--- src/logic/far_pkg.sv ---
// Package for the angle ramp and loop register block
package far_pkg;
    localparam logic [15:0] ADR_CTRL = 16'h40A0;
    localparam logic [15:0] ADR_LOOP = 16'h40A1;
    localparam logic [15:0] ADR_SPEED = 16'h40A8;
    localparam logic [15:0] ADR_ACCEL = 16'h40AA;
    localparam logic [15:0] ADR_CNT = 16'h40AC;
    localparam logic [15:0] ADR_SWSTEP = 16'h40AD;
    localparam logic [15:0] ADR_COMP = 16'h40AE;
    localparam logic [15:0] ADR_DMAX = 16'h40B0;
    localparam logic [15:0] ADR_DMIN = 16'h40B2;
    localparam logic [15:0] ADR_QMAX = 16'h40B4;
    localparam logic [15:0] ADR_QMIN = 16'h40B6;
    localparam logic [15:0] ADR_UD = 16'h40B8;
    localparam logic [15:0] ADR_UQ = 16'h40BA;
    localparam logic [15:0] ADR_ID = 16'h40BC;
    localparam logic [15:0] ADR_IQ = 16'h40BE;
    localparam logic [15:0] ADR_IBET = 16'h40C0;
    localparam logic [15:0] ADR_VBET = 16'h40C2;
    localparam logic [15:0] ADR_VALP = 16'h40C4;
    localparam logic [15:0] ADR_IC = 16'h40C6;
    localparam logic [15:0] ADR_IB = 16'h40C8;
    localparam logic [15:0] ADR_IA = 16'h40CA;
    localparam logic [15:0] ADR_THETA = 16'h40CC;
    localparam int CTRL_RAMP_BIT = 5;
    localparam int CTRL_SRC_BIT = 4;
    localparam int LOOP_DFRZ_BIT = 0;
    localparam logic [7:0] SWSTEP_RST = 8'h01;
    localparam logic [7:0] SWSTEP_RO_MASK = 8'h01;
    localparam logic [15:0] ACCEL_WR_MASK = 16'h7FFF;

    typedef enum logic [2:0] {
        MODE_TRACK = 3'b001,
        MODE_RAMP = 3'b010,
        MODE_SWITCH = 3'b100
    } far_mode_e;

    typedef struct packed {
        logic [15:0] addr;
        logic [7:0] wdata;
        logic wr;
        logic rd;
    } far_sfr_s;

    typedef struct packed {
        logic signed [15:0] d_cur;
        logic signed [15:0] q_cur;
        logic signed [15:0] beta_cur;
        logic signed [15:0] beta_volt;
        logic signed [15:0] alpha_volt;
        logic signed [15:0] phase_c;
        logic signed [15:0] phase_b;
        logic signed [15:0] phase_a;
    } far_meas_s;
endpackage

--- src/logic/far_angle_loop.sv ---
// Angle ramp generator, loop output clamps and readout registers
// Function
// - Speed is a signed 32-bit accumulator; register access hits its upper half.
// - Each ramp step adds zero-extended 15-bit acceleration to speed.
// - Each ramp step adds upper speed half to the 16-bit angle, wrapping.
// - One step per PWM cycle while ramping; stop after count limit times 256 steps, or after one step at count limit 0.
// - Ramp end clears ramp enable by hardware, then source select decides mode.
// - Without ramping, select 0 means forced angle, 1 means estimator angle.
// - After ramping, angle walks to new source by switch step, reset value 1.
// - Estimated mode angle is estimator angle plus signed compensation.
// - d-axis voltage is clamped between its min and max limit registers.
// - q-axis voltage is clamped between its min and max limit registers.
// - d-axis result sits in a signed read-write register.
// - d-axis freeze stops PI updates so software value is kept.
// - q-axis result sits in a signed read-write register.
// - Park d and q currents are signed read-only registers.
// - Inverse Park alpha and beta voltages are signed read-only registers.
// - Beta stator current is a signed read-only register.
// - Phase A, B and C currents are separate signed read-only registers.
// - Angle write sets forced angle; read returns angle in use.
// - Angles are signed 16-bit, full range spanning one electrical turn.
// - Speed is a signed angle increment; acceleration is unsigned, added 16 bits below its LSB.
`timescale 1ns/1ps
module far_angle_loop
(
    input wire logic clk_sys_i,
    input wire logic reset_i,
    input wire logic ce_i,
    input wire far_pkg::far_sfr_s sfr_i,
    output logic [7:0] rdata_o,
    input wire logic pwm_tick_i,
    input wire logic signed [15:0] est_theta_i,
    input wire logic signed [15:0] pi_d_raw_i,
    input wire logic signed [15:0] pi_q_raw_i,
    input wire far_pkg::far_meas_s meas_i,
    output logic [15:0] theta_o,
    output logic signed [15:0] ud_o,
    output logic signed [15:0] uq_o,
    output logic ramp_active_o
);
    import far_pkg::*;

    function automatic logic hit(input logic [15:0] a, input logic [15:0] base);
        hit = (a[15:1] == base[15:1]);
    endfunction

    function automatic logic [15:0] wr16(input logic [15:0] old, input logic lo,
                                         input logic [7:0] d);
        wr16 = lo ? {old[15:8], d} : {d, old[7:0]};
    endfunction

    function automatic logic [7:0] sel8(input logic lo, input logic [15:0] v);
        sel8 = lo ? v[7:0] : v[15:8];
    endfunction

    function automatic logic signed [15:0] clamp(input logic signed [15:0] v,
                                                 input logic signed [15:0] mx,
                                                 input logic signed [15:0] mn);
        if (v > mx)
            clamp = mx;
        else if (v < mn)
            clamp = mn;
        else
            clamp = v;
    endfunction

    far_mode_e mode_q;
    logic [31:0] speed_q;
    logic [15:0] accel_q;
    logic [7:0] cnt_lim_q;
    logic [7:0] swstep_q;
    logic signed [15:0] comp_q;
    logic signed [15:0] dmax_q;
    logic signed [15:0] dmin_q;
    logic signed [15:0] qmax_q;
    logic signed [15:0] qmin_q;
    logic signed [15:0] ud_q;
    logic signed [15:0] uq_q;
    logic [15:0] theta_q;
    logic [15:0] forced_q;
    logic [15:0] cnt_q;
    logic src_est_q;
    logic dfrz_q;
    far_meas_s meas_q;
    logic [7:0] rdata_q;
    logic [7:0] rd_d;
    logic tick;
    logic lo;
    logic ctrl_wr;
    logic [15:0] cnt_nx;
    logic [15:0] ramp_lim;
    logic ramp_done;
    logic [15:0] target;
    logic signed [15:0] diff;
    logic [15:0] diff_abs;
    logic [15:0] step16;

    assign tick = ce_i & pwm_tick_i;
    assign lo = sfr_i.addr[0];
    assign ctrl_wr = sfr_i.wr & (sfr_i.addr == ADR_CTRL);
    assign cnt_nx = cnt_q + 16'h0001;
    assign ramp_lim = {cnt_lim_q, 8'h00};
    assign ramp_done = (cnt_nx >= ramp_lim);
    assign step16 = {8'h00, swstep_q};
    // Compensation and difference wrap mod 2^16, so the short way round is taken
    assign target = src_est_q ? 16'(est_theta_i + comp_q) : forced_q;
    assign diff = $signed(target - theta_q);
    assign diff_abs = diff[15] ? 16'(-diff) : diff;

    // Mode sequencing; a software write to the control byte wins over ramp end
    always_ff @(posedge clk_sys_i)
    begin
        if (reset_i)
        begin
            mode_q <= MODE_TRACK;
            cnt_q <= 16'h0000;
            src_est_q <= 1'b0;
        end
        else if (ce_i)
        begin
            if (ctrl_wr)
            begin
                mode_q <= sfr_i.wdata[CTRL_RAMP_BIT] ? MODE_RAMP : MODE_TRACK;
                src_est_q <= sfr_i.wdata[CTRL_SRC_BIT];
                cnt_q <= 16'h0000;
            end
            else if (pwm_tick_i)
            begin
                case (mode_q)
                    MODE_RAMP:
                    begin
                        cnt_q <= cnt_nx;
                        if (ramp_done)
                            mode_q <= MODE_SWITCH;
                    end
                    MODE_SWITCH:
                    begin
                        if (diff_abs <= step16)
                            mode_q <= MODE_TRACK;
                    end
                    MODE_TRACK:
                        cnt_q <= 16'h0000;
                    default:
                        mode_q <= MODE_TRACK;
                endcase
            end
        end
    end

    // Angle in use
    always_ff @(posedge clk_sys_i)
    begin
        if (reset_i)
            theta_q <= 16'h0000;
        else if (tick)
        begin
            case (mode_q)
                MODE_RAMP:
                    theta_q <= theta_q + speed_q[31:16];
                MODE_SWITCH:
                begin
                    if (diff_abs <= step16)
                        theta_q <= target;
                    else if (diff[15])
                        theta_q <= theta_q - step16;
                    else
                        theta_q <= theta_q + step16;
                end
                default:
                    theta_q <= target;
            endcase
        end
    end

    // Ramp speed accumulator; software reaches only the upper half
    always_ff @(posedge clk_sys_i)
    begin
        if (reset_i)
            speed_q <= 32'h0000_0000;
        else if (ce_i)
        begin
            if (sfr_i.wr && hit(sfr_i.addr, ADR_SPEED))
                speed_q[31:16] <= wr16(speed_q[31:16], lo, sfr_i.wdata);
            else if (pwm_tick_i && mode_q == MODE_RAMP)
                speed_q <= speed_q + {17'h00000, accel_q[14:0]};
        end
    end

    // Configuration registers
    always_ff @(posedge clk_sys_i)
    begin
        if (reset_i)
        begin
            accel_q <= 16'h0000;
            cnt_lim_q <= 8'h00;
            swstep_q <= SWSTEP_RST;
            comp_q <= 16'sh0000;
            dmax_q <= 16'sh0000;
            dmin_q <= 16'sh0000;
            qmax_q <= 16'sh0000;
            qmin_q <= 16'sh0000;
            forced_q <= 16'h0000;
            dfrz_q <= 1'b0;
        end
        else if (ce_i && sfr_i.wr)
        begin
            if (hit(sfr_i.addr, ADR_ACCEL))
                accel_q <= wr16(accel_q, lo, sfr_i.wdata) & ACCEL_WR_MASK;
            if (sfr_i.addr == ADR_CNT)
                cnt_lim_q <= sfr_i.wdata;
            if (sfr_i.addr == ADR_SWSTEP)
                swstep_q <= sfr_i.wdata | SWSTEP_RO_MASK;
            if (hit(sfr_i.addr, ADR_COMP))
                comp_q <= wr16(comp_q, lo, sfr_i.wdata);
            if (hit(sfr_i.addr, ADR_DMAX))
                dmax_q <= wr16(dmax_q, lo, sfr_i.wdata);
            if (hit(sfr_i.addr, ADR_DMIN))
                dmin_q <= wr16(dmin_q, lo, sfr_i.wdata);
            if (hit(sfr_i.addr, ADR_QMAX))
                qmax_q <= wr16(qmax_q, lo, sfr_i.wdata);
            if (hit(sfr_i.addr, ADR_QMIN))
                qmin_q <= wr16(qmin_q, lo, sfr_i.wdata);
            if (hit(sfr_i.addr, ADR_THETA))
                forced_q <= wr16(forced_q, lo, sfr_i.wdata);
            if (sfr_i.addr == ADR_LOOP)
                dfrz_q <= sfr_i.wdata[LOOP_DFRZ_BIT];
        end
    end

    // Loop voltages; a software byte write in a tick cycle beats the controller
    always_ff @(posedge clk_sys_i)
    begin
        if (reset_i)
        begin
            ud_q <= 16'sh0000;
            uq_q <= 16'sh0000;
        end
        else if (ce_i)
        begin
            if (sfr_i.wr && hit(sfr_i.addr, ADR_UD))
                ud_q <= wr16(ud_q, lo, sfr_i.wdata);
            else if (pwm_tick_i && !dfrz_q)
                ud_q <= clamp(pi_d_raw_i, dmax_q, dmin_q);
            if (sfr_i.wr && hit(sfr_i.addr, ADR_UQ))
                uq_q <= wr16(uq_q, lo, sfr_i.wdata);
            else if (pwm_tick_i)
                uq_q <= clamp(pi_q_raw_i, qmax_q, qmin_q);
        end
    end

    // Snapshot once per carrier so high and low byte reads belong together
    always_ff @(posedge clk_sys_i)
    begin
        if (reset_i)
            meas_q <= '0;
        else if (tick)
            meas_q <= meas_i;
    end

    always_comb
    begin
        rd_d = 8'h00;
        if (sfr_i.addr == ADR_CTRL)
            rd_d = {2'b00, ramp_active_o, src_est_q, 4'h0};
        else if (sfr_i.addr == ADR_LOOP)
            rd_d = {7'h00, dfrz_q};
        else if (hit(sfr_i.addr, ADR_SPEED))
            rd_d = sel8(lo, speed_q[31:16]);
        else if (hit(sfr_i.addr, ADR_ACCEL))
            rd_d = sel8(lo, accel_q);
        else if (sfr_i.addr == ADR_CNT)
            rd_d = cnt_lim_q;
        else if (sfr_i.addr == ADR_SWSTEP)
            rd_d = swstep_q;
        else if (hit(sfr_i.addr, ADR_COMP))
            rd_d = sel8(lo, comp_q);
        else if (hit(sfr_i.addr, ADR_DMAX))
            rd_d = sel8(lo, dmax_q);
        else if (hit(sfr_i.addr, ADR_DMIN))
            rd_d = sel8(lo, dmin_q);
        else if (hit(sfr_i.addr, ADR_QMAX))
            rd_d = sel8(lo, qmax_q);
        else if (hit(sfr_i.addr, ADR_QMIN))
            rd_d = sel8(lo, qmin_q);
        else if (hit(sfr_i.addr, ADR_UD))
            rd_d = sel8(lo, ud_q);
        else if (hit(sfr_i.addr, ADR_UQ))
            rd_d = sel8(lo, uq_q);
        else if (hit(sfr_i.addr, ADR_ID))
            rd_d = sel8(lo, meas_q.d_cur);
        else if (hit(sfr_i.addr, ADR_IQ))
            rd_d = sel8(lo, meas_q.q_cur);
        else if (hit(sfr_i.addr, ADR_IBET))
            rd_d = sel8(lo, meas_q.beta_cur);
        else if (hit(sfr_i.addr, ADR_VBET))
            rd_d = sel8(lo, meas_q.beta_volt);
        else if (hit(sfr_i.addr, ADR_VALP))
            rd_d = sel8(lo, meas_q.alpha_volt);
        else if (hit(sfr_i.addr, ADR_IC))
            rd_d = sel8(lo, meas_q.phase_c);
        else if (hit(sfr_i.addr, ADR_IB))
            rd_d = sel8(lo, meas_q.phase_b);
        else if (hit(sfr_i.addr, ADR_IA))
            rd_d = sel8(lo, meas_q.phase_a);
        else if (hit(sfr_i.addr, ADR_THETA))
            rd_d = sel8(lo, theta_q);
    end

    always_ff @(posedge clk_sys_i)
    begin
        if (reset_i)
            rdata_q <= 8'h00;
        else if (ce_i && sfr_i.rd)
            rdata_q <= rd_d;
        else if (ce_i)
            rdata_q <= 8'h00;
    end

    assign rdata_o = rdata_q;
    assign theta_o = theta_q;
    assign ud_o = ud_q;
    assign uq_o = uq_q;
    assign ramp_active_o = (mode_q == MODE_RAMP);

    logic spd_wr;
    assign spd_wr = sfr_i.wr & hit(sfr_i.addr, ADR_SPEED);
endmodule // far_angle_loop

--- config.mk ---
export PLATFORM = sky130hd
export DESIGN_NAME = far_angle_loop
export DESIGN_NICKNAME = d
export VERILOG_FILES = /design/src/logic/far_pkg.sv /design/src/logic/far_angle_loop.sv
export SDC_FILE = /design/constraint.sdc
export NUM_CORES = 1
export LEC_CHECK = 0
export ABC_AREA = 1
export BUFFER_PORTS_ARGS = -buffer_cell sky130_fd_sc_hd__buf_2
export CORE_MARGIN = 4
export CORE_UTILIZATION = 35
export CTS_BUF_LIST = sky130_fd_sc_hd__clkbuf_16
export CTS_CLUSTER_SIZE = 28
export DETAILED_ROUTE_END_ITERATION = 8
export PLACE_DENSITY = 0.64
export SETUP_SLACK_MARGIN = 0.4
export SKIP_CTS_REPAIR_TIMING = 1
export SLEW_MARGIN = 20
export SYNTH_ARGS = -nofsm -noshare
export SYNTH_HDL_FRONTEND = slang
export SYNTH_SLANG_ARGS = --single-unit
export TNS_END_PERCENT = 50
--- constraint.sdc ---
create_clock -name clk_sys_i -period 10.2 [get_ports clk_sys_i]
set_input_delay 2.04 -clock clk_sys_i [delete_from_list [all_inputs] [get_ports clk_sys_i]]
set_output_delay 2.04 -clock clk_sys_i [all_outputs]
set_load 0.005 [all_outputs]
==> flow_metrics.py <==
metrics = {
    "run_status": {
        "status": "completed",
    },
    "synthesis": {
        "yosysUniqueCellTypes": 62,
        "synth-compound-area-share_pct": 26.0,
        "synthMuxAreaShare_pct": 1.14,
        "synth_ff_type": "dfxtp_1",
        "synth-simple-area-share_pct": 20.8,
        "synth_top_family_by_area": "compound AO/OA/AOI/OAI gates",
        "synth_top_area_cell": "dfxtp_1",
        "synth_edf_count": 0,
        "synthesis.area_um2": 23800,
        "yosysSeqAreaShare_pct": 30.5,
        "postSynthCellCount": 3560,
        "synth.ff_latch_count": 363,
        "syn_nets": 3925,
        "synth-adder-area-share_pct": 8.52,
        "yosys_warnings": 0,
        "synth_top_area_share_pct": 30.5,
        "async_flop_share_pct": 0,
        "synth_xor_area_share_pct": 2.94,
        "avgSynthCellArea_um2": 6.68,
        "ys_top_cells_by_area": "dfxtp_1 (31%), o21ai_0 (9.8%), nand2_1 (9.1%)",
    },
    "global_routing": {
        "grt_antenna_before_repair": 7,
        "first_global_vias": 22703,
        "grt_pass1_wl_mm": 135,
        "overflow": 0,
        "grt_start_max_net_pins": 128,
        "grt_util_all_layers_pct": 24.3,
    },
    "setup_path": {
        "slowest_delay_ps": 400,
        "critical_path.endpoint": "theta_o[15]$_SDFFE_PP0P_",
        "start_kind": "input port",
        "crit_arrival_ps": 8310,
        "worstReg2RegEnd": "theta_o[15]$_SDFFE_PP0P_",
        "r2r_cells": 42,
        "criticalPathCategory": "in -> reg",
        "r2r_start": "comp_q[0]$_SDFFE_PP0P_",
        "reg2reg_slack_ps": 3570,
        "critical_path_required_ps": 10710,
        "worst_setup_path_end_kind": "flop",
        "critPathLaunch": "est_theta_i[0]",
        "cp_common_cell": "nand2_1",
        "cp_max_fo": 18,
        "crit_slowest_cell": "fa_1",
    },
    "finish": {
        "fillCellCount": 7196,
        "seqCellArea_um2": 7270,
        "multi_input_area_um2": 14200,
        "fin_nets": 4084,
        "post-route-util_pct": 40.4,
        "area_growth_pct": 14.3,
        "drive_gt1_share_pct": 10.6,
        "instances_no_fill": 4632,
        "final_design_area_no_fill_um2": 27200,
    },
    "place": {
        "post_dp_cell_area_um2": 25700,
        "dp_hpwl_mm": 69.9,
        "portBuffers": 262,
        "gp_congestion": 0.998,
        "placedCellCount": 4546,
    },
    "power": {
        "power.leakage_nw": 12.0,
        "power_density_nw_per_um2": 137,
        "ir_drop_uv": 107,
    },
    "floorplanning": {
        "io-pin-count": 263,
        "coreArea_um2": 67300,
        "num_rows": 95,
        "dieArea_um2": 72200,
        "fp.dieH_um": 269,
        "fp.dieW_um": 269,
        "start_util_pct": 35.4,
    },
    "timing": {
        "fin_setup_tns_ps": 0,
        "final_hold_viol_count": 0,
        "slew_viol_final": 0,
        "finalSetupViolations": 0,
        "worst_pin_slew_ps": 1190,
        "rsz0062_at_grt": "no",
        "final.min_clock_period_ps": 7800,
        "max_slew_margin_pct": 20.3,
        "fmax_mhz": 128,
        "fin_crit_sh_pct": 76.4,
        "fin_skew_ps": 23.3,
    },
    "clock_tree": {
        "cts.sinks": 363,
        "cts.clk_slew.worst_paths_ps": 70,
        "cts_tree": "done",
        "clk_path_buf_depth": 3,
        "h-tree-depth": 2,
        "cts_buffers": 44,
        "cts.root.buffer_cell": "clkbuf_16",
        "clk_latency_ps": 580,
    },
    "routing": {
        "first_pass_iters": 5,
        "drtIter0Drc": 2445,
        "viasPerCell": 5.39,
        "num_vias": 24962,
        "finalWirelength_mm": 91.6,
        "drtAntennaViolNets": 0,
        "drc": 0,
        "routedWlPerCell_um": 19.8,
    },
    "worst_hold_path": {
        "hold_depth": 2,
        "hold_class": "reg -> reg",
    },
    "flow_run": {
        "cap_violations": 0,
    },
}
==> kinds of logic (layout without fill, tap and decap cells) <==
logic type / count (synthesis) / after routing
and+or+nand+nor: 1190 / 1190
adders and majority gates: 159 / 159
DFF: 363 / 363
xor gates and xnor gates: 79 / 79
AOI/OAI and AO/OA: 1117 / 1117
other: 0 / 6
buffers and inverters: 625 / 818
muxes: 27 / 27
==> per-stage QoR <==
step	hold WS, ps	power [W]	setup slack [ps]
after floorplan	424	0.00193	2470
final	445	0.00372	2400
after detailed placement	439	0.00213	1890
after CTS	447	0.00373	2490
after global routing	464	0.00386	1760
after global placement	435	0.00213	1980
==> cells in the mapped netlist (3+ instances only) <==
library cell  count
nand2_1         577
o21ai_0         466
inv_1           442
a21oi_1         407
nor2_1          365
dfxtp_1         363
ha_1            154
clkbuf_1        136
nand3_1         130
o211ai_1        102
xor2_1           51
a211oi_1         40
nor3_1           38
nand4_1          35
mux2i_1          27
xnor2_1          27
a31oi_1          25
o21bai_1         17
buf_2            16
buf_1            11
a221oi_1          8
inv_2             8
nor4_1            8
clkinv_1          7
o31ai_1           7
o21ai_1           6
o221ai_1          6
a21o_1            5
fa_1              5
nand3_2           5
nor2_2            5
o21a_1            5
a22oi_1           4
nand2_2           4
or2_2             4
a21oi_2           3
and2_1            3
buf_6             3
nor3_2            3
o2111ai_1         3
==> flip-flops by register name, summed over array words and instances (netlist names), 8 cells and up <==
register,flops
qmin_q,16
cnt_q,16
cnt_lim_q,8
qmax_q,16
meas_q,128
speed_q,32
dmax_q,16
ud_o,16
accel_q,15
comp_q,16
rdata_o,8
uq_o,16
forced_q,16
theta_o,16
dmin_q,16
==> power breakdown <==
group / internal (W) / switching, W / total [W]
clock: 0.000934 / 0.000674 / 0.00161
sequential: 0.00146 / 0.0000341 / 0.00150
combinational: 0.000211 / 0.000401 / 0.000612
total: 0.00261 / 0.00111 / 0.00372
==> metal layers <==
layer / GRT usage, % / vias to the layer above / wire [µm]
met3: 4.00 / 199 / 6520
met5: 0 / - / 10
met2: 38.5 / 942 / 41500
met1: 32.7 / 11494 / 39500
met4: 10.6 / 2 / 4180
li1: - / 12325 / -
==> critical path: cells and delay by family <==
family	cells	cell delay [ps]
adders and majority gates	4	1300
AOI/OAI and AO/OA	15	2420
xor gates and xnor gates	3	390
buffers and inverters	2	190
and+or+nand+nor	19	1940
==> area by class of cell <==
cell class                 instances  area share [%]
clock buffer                      45            4.14
clock inverter                    35            1.20
tap                              873            4.02
multi-input combinational       2572            52.2
timing repair buffer             280            5.34
sequential                       363            26.7
antenna                            6          0.0552
inverter                         458            6.36
==> worst min-delay path by stage <==
stage / startpoint / end / slack, ps
finish: meas_q[60]$_SDFFE_PP0P_ / meas_q[60]$_SDFFE_PP0P_ / 440
global route: meas_q[8]$_SDFFE_PP0P_ / meas_q[8]$_SDFFE_PP0P_ / 460
CTS: meas_q[60]$_SDFFE_PP0P_ / meas_q[60]$_SDFFE_PP0P_ / 450
detailed placement: meas_q[60]$_SDFFE_PP0P_ / meas_q[60]$_SDFFE_PP0P_ / 440
global placement: meas_q[77]$_SDFFE_PP0P_ / meas_q[77]$_SDFFE_PP0P_ / 440
floorplan: forced_q[0]$_SDFFE_PP0P_ / forced_q[0]$_SDFFE_PP0P_ / 420
==> placed cells by master (no fill, tap or decap), types with 51 or more instances in the layout <==
| master | n |
|---|---|
| a21oi_1 | 407 |
| buf_2 | 261 |
| dfxtp_1 | 363 |
| ha_1 | 154 |
| inv_1 | 446 |
| nand2_1 | 576 |
| nand3_1 | 130 |
| nor2_1 | 364 |
| o211ai_1 | 102 |
| o21ai_0 | 466 |
| xor2_1 | 51 |
No activity file was read; power rests on OpenSTA's default activity.
